## src/hdl/lpc_pkg.sv

```systemverilog
// Constants for the line power configuration register bank
package lpc_pkg;
  localparam int unsigned ADDR_W = 8;
  localparam int unsigned DATA_W = 8;
  // Register indices; byte address is four times the index
  localparam logic [7:0] IDX_IMPEDANCE = 8'h0a;
  localparam logic [7:0] IDX_HYBRID    = 8'h0b;
  localparam logic [7:0] IDX_POWER_A   = 8'h0e;
  localparam logic [7:0] IDX_POWER_B   = 8'h0f;
  // Writable bit masks, reserved positions zero
  localparam logic [7:0] MASK_IMPEDANCE = 8'h3f;
  localparam logic [7:0] MASK_HYBRID    = 8'h77;
  localparam logic [7:0] MASK_POWER_A   = 8'h1b;
  localparam logic [7:0] MASK_POWER_B   = 8'h3f;
  // Reset values
  localparam logic [7:0] RST_IMPEDANCE = 8'h00;
  localparam logic [7:0] RST_HYBRID    = 8'h33;
  localparam logic [7:0] RST_POWER_A   = 8'h00;
  localparam logic [7:0] RST_POWER_B   = 8'h00;
  // Field positions
  localparam int unsigned POS_CAP_COMP  = 4;
  localparam int unsigned POS_SYNTH_EN  = 3;
  localparam int unsigned POS_SYNTH_SEL = 0;
  localparam int unsigned POS_METER_HYB = 4;
  localparam int unsigned POS_AUDIO_HYB = 0;
  localparam int unsigned POS_CONV_OFF  = 4;
  localparam int unsigned POS_PLL_FREE  = 3;
  localparam int unsigned POS_BIAS_OFF  = 1;
  localparam int unsigned POS_LINE_OFF  = 0;
  localparam int unsigned POS_ADC_MAN   = 5;
  localparam int unsigned POS_ADC_ON    = 4;
  localparam int unsigned POS_DAC_MAN   = 3;
  localparam int unsigned POS_DAC_ON    = 2;
  localparam int unsigned POS_GM_MAN    = 1;
  localparam int unsigned POS_GM_ON     = 0;
  // Encodings
  localparam logic [1:0] CAP_OFF      = 2'h0;
  localparam logic [1:0] CAP_4N7      = 2'h1;
  localparam logic [1:0] CAP_10N      = 2'h2;
  localparam logic [2:0] HYB_OFF_CODE = 3'h7;
  localparam logic [2:0] HYB_0DB_CODE = 3'h3;
endpackage : lpc_pkg

```

## src/hdl/lpc_power_sel.sv

```systemverilog
// Manual or automatic selection of one power enable
module lpc_power_sel
(
  input  wire logic manual,
  input  wire logic manual_on,
  input  wire logic auto_on,
  output logic      power_on
);
  // Manual on bit only counts while manual mode is set
  always_comb
  begin
    power_on = manual ? manual_on : auto_on;
  end
endmodule : lpc_power_sel

```

## src/hdl/lpc_regs.sv

```systemverilog
// Line power configuration register bank with Wishbone slave
// Operation
// - Cap compensation: off, 4.7nF, 10nF, reserved
// - Bit 3 enables two-wire impedance synthesis
// - Bits 2:0 pick one of eight terminations
// - Hybrid gains share one code; 111 is off
// - Hybrid register resets to 0x33, both 0dB
// - Bit 4 forces dc-dc converter off
// - Bit 3 forces PLL into free-run
// - Bit 1 forces dc bias off
// - Bit 0 forces line interface off
// - ADC manual bit gates ADC on bit
// - DAC manual bit gates DAC on bit
// - Amplifier manual bit gates its on bit
module lpc_regs
(
  input  wire logic        clk_sys,
  input  wire logic        nrst,
  input  wire logic        wb_cyc_i,
  input  wire logic        wb_stb_i,
  input  wire logic        wb_we_i,
  input  wire logic [7:0]  wb_adr_i,
  input  wire logic [3:0]  wb_sel_i,
  input  wire logic [31:0] wb_dat_i,
  output logic      [31:0] wb_dat_o,
  output logic             wb_ack_o,
  output logic             wb_err_o,
  input  wire logic        auto_converter_on,
  input  wire logic        auto_pll_freerun,
  input  wire logic        auto_bias_on,
  input  wire logic        auto_line_iface_on,
  input  wire logic        auto_adc_on,
  input  wire logic        auto_dac_on,
  input  wire logic        auto_transcond_on,
  output logic      [1:0]  line_cap_comp,
  output logic             cap_comp_active,
  output logic             impedance_synth_en,
  output logic      [2:0]  impedance_synth_sel,
  output logic      [2:0]  metering_hybrid_adj,
  output logic             metering_hybrid_on,
  output logic      [2:0]  audio_hybrid_adj,
  output logic             audio_hybrid_on,
  output logic             converter_power_on,
  output logic             pll_freerun,
  output logic             bias_power_on,
  output logic             line_iface_power_on,
  output logic             adc_power,
  output logic             dac_power,
  output logic             transcond_amp_power
);
  logic [7:0]  impedance_reg;
  logic [7:0]  impedance_next;
  logic [7:0]  hybrid_reg;
  logic [7:0]  hybrid_next;
  logic [7:0]  power_a_reg;
  logic [7:0]  power_a_next;
  logic [7:0]  power_b_reg;
  logic [7:0]  power_b_next;
  logic        ack_reg;
  logic        ack_next;
  logic        err_reg;
  logic        err_next;
  logic [31:0] rdata_reg;
  logic [31:0] rdata_next;
  logic        req;
  logic        hit;
  logic        wr_lane;
  logic [7:0]  idx;
  logic [7:0]  rd_byte;
  logic [7:0]  wbyte;
  logic        adc_pwr;
  logic        dac_pwr;
  logic        gm_pwr;
  logic        wr_commit;
  logic        wr_imp;
  logic        wr_hyb;
  logic        wr_pa;
  logic        wr_pb;

  // New request only when no answer is pending, so ack drops after one cycle
  assign req     = wb_cyc_i && wb_stb_i && !ack_reg && !err_reg;
  assign idx     = {2'h0, wb_adr_i[7:2]};
  assign wr_lane = wb_sel_i[0];
  assign wbyte   = wb_dat_i[7:0];

  always_comb
  begin
    hit     = 1'b1;
    rd_byte = 8'h00;
    unique case (idx)
      lpc_pkg::IDX_IMPEDANCE: rd_byte = impedance_reg;
      lpc_pkg::IDX_HYBRID:    rd_byte = hybrid_reg;
      lpc_pkg::IDX_POWER_A:   rd_byte = power_a_reg;
      lpc_pkg::IDX_POWER_B:   rd_byte = power_b_reg;
      default:                hit     = 1'b0;
    endcase
  end

  // Commit only at the acknowledged edge, so a dropped cycle writes nothing
  assign wr_commit = ack_reg && wb_cyc_i && wb_stb_i && wb_we_i && wr_lane;

  // One write strobe per register
  always_comb
  begin
    wr_imp = 1'h0;
    wr_hyb = 1'h0;
    wr_pa  = 1'h0;
    wr_pb  = 1'h0;
    if (wr_commit)
    begin
      // Ack implies a hit; an index changed under ack to an unmapped one writes nothing
      unique case (idx)
        lpc_pkg::IDX_IMPEDANCE: wr_imp = 1'h1;
        lpc_pkg::IDX_HYBRID:    wr_hyb = 1'h1;
        lpc_pkg::IDX_POWER_A:   wr_pa  = 1'h1;
        lpc_pkg::IDX_POWER_B:   wr_pb  = 1'h1;
        default:                wr_pb  = 1'h0;
      endcase
    end
  end

  // Bus answer; one registered ack or err per taken request
  always_comb
  begin
    ack_next   = 1'h0;
    err_next   = 1'h0;
    rdata_next = rdata_reg;
    if (req)
    begin
      ack_next = hit;
      err_next = !hit;
      // Writes and errors return zero so stale data never leaks
      if (!wb_we_i && hit)
      begin
        rdata_next = {24'h000000, rd_byte};
      end
      else
      begin
        rdata_next = 32'h00000000;
      end
    end
  end

  always_ff @(posedge clk_sys or negedge nrst)
  begin
    if (!nrst)
    begin
      ack_reg   <= 1'h0;
      err_reg   <= 1'h0;
      rdata_reg <= 32'h00000000;
    end
    else
    begin
      ack_reg   <= ack_next;
      err_reg   <= err_next;
      rdata_reg <= rdata_next;
    end
  end

  // Impedance group; reserved positions masked so they never read back
  always_comb
  begin
    impedance_next = impedance_reg;
    if (wr_imp)
    begin
      impedance_next = wbyte & lpc_pkg::MASK_IMPEDANCE;
    end
  end

  always_ff @(posedge clk_sys or negedge nrst)
  begin
    if (!nrst)
    begin
      impedance_reg <= lpc_pkg::RST_IMPEDANCE;
    end
    else
    begin
      impedance_reg <= impedance_next;
    end
  end

  // Hybrid group
  always_comb
  begin
    hybrid_next = hybrid_reg;
    if (wr_hyb)
    begin
      hybrid_next = wbyte & lpc_pkg::MASK_HYBRID;
    end
  end

  always_ff @(posedge clk_sys or negedge nrst)
  begin
    if (!nrst)
    begin
      // Both gains start at the 0 dB code
      hybrid_reg <= lpc_pkg::RST_HYBRID;
    end
    else
    begin
      hybrid_reg <= hybrid_next;
    end
  end

  // Override group; automatic control decides while a bit is clear
  always_comb
  begin
    power_a_next = power_a_reg;
    if (wr_pa)
    begin
      power_a_next = wbyte & lpc_pkg::MASK_POWER_A;
    end
  end

  always_ff @(posedge clk_sys or negedge nrst)
  begin
    if (!nrst)
    begin
      power_a_reg <= lpc_pkg::RST_POWER_A;
    end
    else
    begin
      power_a_reg <= power_a_next;
    end
  end

  // Manual power group
  always_comb
  begin
    power_b_next = power_b_reg;
    if (wr_pb)
    begin
      power_b_next = wbyte & lpc_pkg::MASK_POWER_B;
    end
  end

  always_ff @(posedge clk_sys or negedge nrst)
  begin
    if (!nrst)
    begin
      power_b_reg <= lpc_pkg::RST_POWER_B;
    end
    else
    begin
      power_b_reg <= power_b_next;
    end
  end

  assign wb_ack_o = ack_reg;
  assign wb_err_o = err_reg;
  assign wb_dat_o = rdata_reg;

  // Field decode straight from flops, so outputs are glitch free
  assign line_cap_comp   = impedance_reg[lpc_pkg::POS_CAP_COMP +: 2];
  // Reserved code 11 treated as no compensation
  assign cap_comp_active = (line_cap_comp == lpc_pkg::CAP_4N7) ||
                           (line_cap_comp == lpc_pkg::CAP_10N);
  assign impedance_synth_en  = impedance_reg[lpc_pkg::POS_SYNTH_EN];
  assign impedance_synth_sel =
    impedance_reg[lpc_pkg::POS_SYNTH_SEL +: 3];
  assign metering_hybrid_adj = hybrid_reg[lpc_pkg::POS_METER_HYB +: 3];
  assign audio_hybrid_adj    = hybrid_reg[lpc_pkg::POS_AUDIO_HYB +: 3];
  assign metering_hybrid_on  =
    metering_hybrid_adj != lpc_pkg::HYB_OFF_CODE;
  assign audio_hybrid_on     =
    audio_hybrid_adj != lpc_pkg::HYB_OFF_CODE;

  assign converter_power_on  = auto_converter_on &&
                               !power_a_reg[lpc_pkg::POS_CONV_OFF];
  assign pll_freerun         = auto_pll_freerun ||
                               power_a_reg[lpc_pkg::POS_PLL_FREE];
  assign bias_power_on       = auto_bias_on &&
                               !power_a_reg[lpc_pkg::POS_BIAS_OFF];
  assign line_iface_power_on = auto_line_iface_on &&
                               !power_a_reg[lpc_pkg::POS_LINE_OFF];

  lpc_power_sel u_adc_sel
  (
    .manual    (power_b_reg[lpc_pkg::POS_ADC_MAN]),
    .manual_on (power_b_reg[lpc_pkg::POS_ADC_ON]),
    .auto_on   (auto_adc_on),
    .power_on  (adc_pwr)
  );

  lpc_power_sel u_dac_sel
  (
    .manual    (power_b_reg[lpc_pkg::POS_DAC_MAN]),
    .manual_on (power_b_reg[lpc_pkg::POS_DAC_ON]),
    .auto_on   (auto_dac_on),
    .power_on  (dac_pwr)
  );

  lpc_power_sel u_gm_sel
  (
    .manual    (power_b_reg[lpc_pkg::POS_GM_MAN]),
    .manual_on (power_b_reg[lpc_pkg::POS_GM_ON]),
    .auto_on   (auto_transcond_on),
    .power_on  (gm_pwr)
  );

  assign adc_power           = adc_pwr;
  assign dac_power           = dac_pwr;
  assign transcond_amp_power = gm_pwr;
endmodule : lpc_regs

```

## config.mk

```make
export PLATFORM = sky130hd
export DESIGN_NAME = lpc_regs
export DESIGN_NICKNAME = d
export VERILOG_FILES = /design/src/hdl/lpc_pkg.sv /design/src/hdl/lpc_power_sel.sv /design/src/hdl/lpc_regs.sv
export SDC_FILE = /design/constraint.sdc
export NUM_CORES = 1
export LEC_CHECK = 0
export BUFFER_PORTS_ARGS = -buffer_cell sky130_fd_sc_hd__buf_2
export CORE_MARGIN = 4
export CORE_UTILIZATION = 45
export CTS_CLUSTER_SIZE = 40
export DETAILED_ROUTE_END_ITERATION = 8
export PLACE_DENSITY = 0.85
export SYNTH_ARGS = -nofsm -noshare
export SYNTH_HDL_FRONTEND = slang
export SYNTH_SLANG_ARGS = --single-unit
```

## constraint.sdc

```tcl
create_clock -name clk_sys -period 4 [get_ports clk_sys]
set_input_delay 0 -clock clk_sys [delete_from_list [all_inputs] [get_ports clk_sys]]
set_output_delay 0 -clock clk_sys [all_outputs]
set_load 0.05 [all_outputs]
```

; ---- Word level (Yosys, flattened, before mapping)
; Index checks and enable logic that the tools add are counted.
[totals]
ff_bits = 56
inputBits = 56
elab_cells = 52
[op_classes]
n_eq_ne = 8
n_mux = 16
n_reduce_logical = 21
[op_table]
columns = operator, count
row1 = case mux 7 bit (4 select lines), 1
row2 = "== test 6 x 4 -> 1 bit, second input constant", 4
row3 = two-way mux 1 bit, 14
row4 = logical AND 1 bit, 11
row5 = logical NOT 1 bit, 7
row6 = two-way mux 7 bit, 1
row7 = "!= test 3 bit, second input constant", 2
row8 = OR reduction 4 bit, 1
row9 = "== test 2 x 1 -> 1 bit, second input constant", 1
row10 = "== test 2 bit, second input constant", 1
row11 = logical OR 1 bit, 2

; ---- Longest topological paths before layout
[depth]
word_depth = 5
mapped_depth = 5

; ---- Cells and area by module
; Synthesis repeated with hierarchy kept, for this count alone.
[hier_totals]
hier_cells = 127
hier_area_um2 = 1724.2
[modules_own_cells]
columns = mod, n_inst, cells_each, area_each_um2, seq_area_each_um2
row1 = lpc_regs, 1, 124, 1679.1, 780.7
row2 = lpc_power_sel, 3, 1, 15.0, 0.0

; ---- Least setup slack after synthesis
; Ideal clock, no wire load.
[synth_path]
kind = reg2reg
start = reg ack_reg (netlist: wb_ack_o)
end = reg impedance_reg[0]
setup_ps = 125
t_arrival_ps = 1594
required_ps = 3875
setup_slack_ps = 2281
path_stages_with_launch = 5
path_buffers = 1
cell_sequence = dfrtp_1 and4_4 and4_4 buf_8 mux2_4
[synth_between]
elab_chain_len = 5
[synth_lines]
columns = element, line
row1 = "start, declared", lpc_regs.sv:59  ; logic ack_reg;
row2 = "start signal, assigned", lpc_regs.sv:154  ; ack_reg <= ack_next;
row3 = logical AND 1 bit (4 in series), lpc_regs.sv:100  ; assign wr_commit = ack_reg && wb_cyc_i && wb_stb_i && wb_we_i && wr_lane;
row4 = two-way mux 1 bit, lpc_regs.sv:109  ; if (wr_commit)
row5 = "end signal, assigned", lpc_regs.sv:174  ; impedance_reg <= lpc_pkg::RST_IMPEDANCE;
row6 = "end signal, assigned", lpc_regs.sv:178  ; impedance_reg <= impedance_next;
row7 = "end, declared", lpc_regs.sv:51  ; logic [7:0] impedance_reg;
; Every way passes these cells.
; A chain may end at the register's enable or synchronous reset.

; ---- Worst setup path in the final report
[layout_path]
start = reg ack_reg (netlist: wb_ack_o)
end = reg rdata_reg[1] (netlist: wb_dat_o[1])
[layout_between]
elab_chain_len = 3
[layout_lines]
columns = element, line
row1 = logical NOT 1 bit, lpc_regs.sv:81  ; assign req = wb_cyc_i && wb_stb_i && !ack_reg && !err_reg;
row2 = logical AND 1 bit (2 in series), lpc_regs.sv:81
row3 = "end signal, assigned", lpc_regs.sv:156  ; rdata_reg <= rdata_next;
row4 = "end, declared", lpc_regs.sv:63  ; logic [31:0] rdata_reg;
; Every way passes these cells.

==> flow_summary.yaml <==
routing:
  drt_wl_total_um: 3590
  drtIter0Drc: 11
  post-route-drc-count: 0
  postRouteAntennaNets: 0
  dr_total_vias: 1165
  routed_via_density: 4.85
  wl_per_cell_um: 14.9
  first_pass_iters: 3
global_route:
  grt_pass1_vias: 1217
  grt-ovfl-total: 0
  grt_max_degree: 32
  track_usage_pct: 15.7
  antenna_found_initial: 0
  grt_pass1_wl_um: 5980
setup_path:
  critPathLaunchType: "flip-flop"
  reg2reg_from: "wb_ack_o"
  end_kind: "flip-flop"
  crit_path_start: "wb_ack_o"
  slowest_delay_ns: 0.54
  path_cells: "nand4bb_1 -> nor3b_4 -> a22o_1"
  r2r_setup_slack_ns: 2.32
  cp.required_ns: 4.22
  worstPathArrival_ns: 1.90
  critPathKind: "flip-flop to flip-flop"
  slowest_stage: "nand4bb_1"
  crit_family: "simple AND/OR/NAND/NOR gates"
  regToRegEndpoint: "wb_dat_o[1]"
  worst_r2r_path_depth: 3
  cp_max_fo: 11
  crit_buf_inv: 0
final_layout:
  largest_reg_flops: 7
  fillers: 310
  nNetsFinal: 247
  insertedDiodeCount: 0
  drive_above_1_share_pct: 54.2
  instances_no_fill: 240
  post-route-util_pct: 58.1
  area.growth.synth_to_final_pct: 24.3
place:
  hpwl_um: 2710
  place_inst: 224
  port_buffers: 56
  place.gp.congestion: 0.718
power_and_ir_drop:
  clkPwrFrac_pct: 46.2
  switching_share_pct: 26.7
  p_seq_share_pct: 39.4
  powerDensity_mw_per_mm2: 376
  vdd_drop_max_mv: 0.221
  p_switching_mw: 0.213
  p_int_mw: 0.586
  p_comb_share_pct: 14.4
  leakage_nw: 1.15
die:
  die_area_mm2: 0.00485
  floorplan.rows: 22
  die_x_um: 69.7
  core-area_mm2: 0.00366
  die_y_um: 69.7
  initial_core_util_pct: 46.8
  num_io_pins: 112
timing:
  relSlewSlack_pct: 54.7
  tightest_slew_ns: 0.679
  setup_viol: 0
  min_period_ns: 1.68
  slew_viol_final: 0
  final.setup.tns_ns: 0
  hold_viol: 0
  rsz0062_at_grt: "false"
  fin_worst_skew_ns: 0.00639
  fmax_ghz: 0.595
  min_period_over_period_pct: 42.0
cts:
  insertion_delay_ns: 0.29
  clockBufferDepth: 2
  cts_tree: "done"
  htree_levels: 2
  root_buffer: "clkbuf_8"
  cts_buffers: 5
  cts.repair.resized: 0
  cts_sinks: 31
  path_clk_slew_ns: 0.06
run_status:
  status: "finished, final reports clean"
synthesis:
  syn_avg_cell_area_um2: 13.6
  synth.yosys.warnings: 0
  syn_inst: 126
  synth-edff-count: 0
  ys_ff_latch: 31
  yosys_most_used_dff: "dfrtp_1"
  yosysUniqueCellTypes: 30
  synth_area_mm2: 0.00171
  async_flop_share_pct: 100
  seq_area_frac_synth_pct: 45.6
min_path:
  hold_end: "wb_dat_o[6]"
  min-delay-path-class: "primary input to flip-flop"
  hold_path.startpoint: "wb_we_i"
  min_path_cells: 3
flow_run:
  max_cap_viol_count: 0
synth_stat cells, types with 2 or more instances:
cell type  count  area [µm²]
dfrtp_1       27         676
nand3_1        2        10.0
mux2_4         6        90.1
mux2i_1        2        20.0
mux2_2        20         225
nand4_4        2        42.5
nor2b_1        5        31.3
a22o_1         7        61.3
o2bb2ai_1      2        17.5
and4_4         2        22.5
nor2_1         2        7.51
dfstp_2        4         105
mux4_2         3        67.6
buf_4         26         195
cell families (layout without fill, tap and decap cells):
| family | Yosys count | after routing | synth area share [%] |
|---|---|---|---|
| buffers and inverters | 30 | 72 | 13.4 |
| AO/OA/AOI/OAI | 10 | 10 | 4.90 |
| flip-flops | 31 | 31 | 45.6 |
| AND/OR/NAND/NOR | 22 | 22 | 11.8 |
| XOR/XNOR | 1 | 1 | 0.512 |
| multiplexers | 31 | 31 | 23.5 |
| other | 1 | 25 | 0.219 |
cells in the final DEF (no fill, tap or decap), drive strengths merged:
master       count
nand4            3
xor2             1
dlygate4sd3      8
dfstp            4
a22o             7
nor3b            1
and2b            1
and2             1
clkinvlp         1
or2              1
nor2b            5
and4bb           1
clkbuf           5
mux4             3
nand3            2
o21ai            1
mux2            26
nand4bb          1
o2bb2ai          2
dfrtp           27
nand2            1
nand4b           1
bufinv           2
conb            25
and4             2
nor2             2
buf             56
mux2i            2
worst max path at each step:
stage	endpoint	cells past startpoint	slack [ns]
floorplan	impedance_reg[0]	4	2.28
global placement	wb_dat_o[3]	3	2.33
detailed placement	wb_dat_o[1]	3	2.30
CTS	wb_dat_o[1]	3	2.28
global route	wb_dat_o[0]	3	2.13
finish	wb_dat_o[1]	3	2.32
worst register-to-register path, stage by stage (launching register included):
cell	delay, ns
dfrtp_1	0.38
nand4bb_1	0.54
nor3b_4	0.51
a22o_1	0.19
what timing repair did:
| action | CTS | global route |
|---|---|---|
| hold endpoints to repair | 47 | 0 |
| buffers inserted | 0 | 0 |
| hold buffers | 8 | 0 |
area by class of cell:
class / count / area, µm² / share of cell area, %
Multi-Input combinational cell: 89 / 791 / 37.2
Tap cell: 48 / 60.1 / 2.82
Clock buffer: 5 / 68.8 / 3.23
Clock inverter: 3 / 67.6 / 3.17
Timing Repair Buffer: 64 / 360 / 16.9
Sequential cell: 31 / 781 / 36.7
through the flow:
step / hold slack [ns] / worst slack [ns] / power, mW / cell area (µm²)
2_1_floorplan: -0.296 / 2.28 / 0.423 / 1800
3_3_place_gp: 0.0694 / 2.33 / 0.428 / 1910
3_5_place_dp: 0.0715 / 2.30 / 0.429 / 1910
4_1_cts: 0.0539 / 2.28 / 0.804 / 2130
5_1_grt: 0.0929 / 2.13 / 0.827 / 2130
6_report: 0.0613 / 2.32 / 0.800 / 2130
metal layers:
layer	GRT usage [%]	vias up	wire length, µm
li1	-	529	-
met4	5.53	0	46
met5	0	-	0
met2	26.0	56	1800
met3	6.09	7	339
met1	18.5	573	1400
power groups by stage:
stage	Clock [mW]	Sequential [mW]	Combinational [mW]
2_1_floorplan	0	0.323	0.0997
3_5_place_dp	0	0.321	0.109
3_3_place_gp	0	0.321	0.108
6_report	0.370	0.315	0.115
5_1_grt	0.390	0.315	0.122
4_1_cts	0.374	0.315	0.115
(Power assumes the default switching activity.)
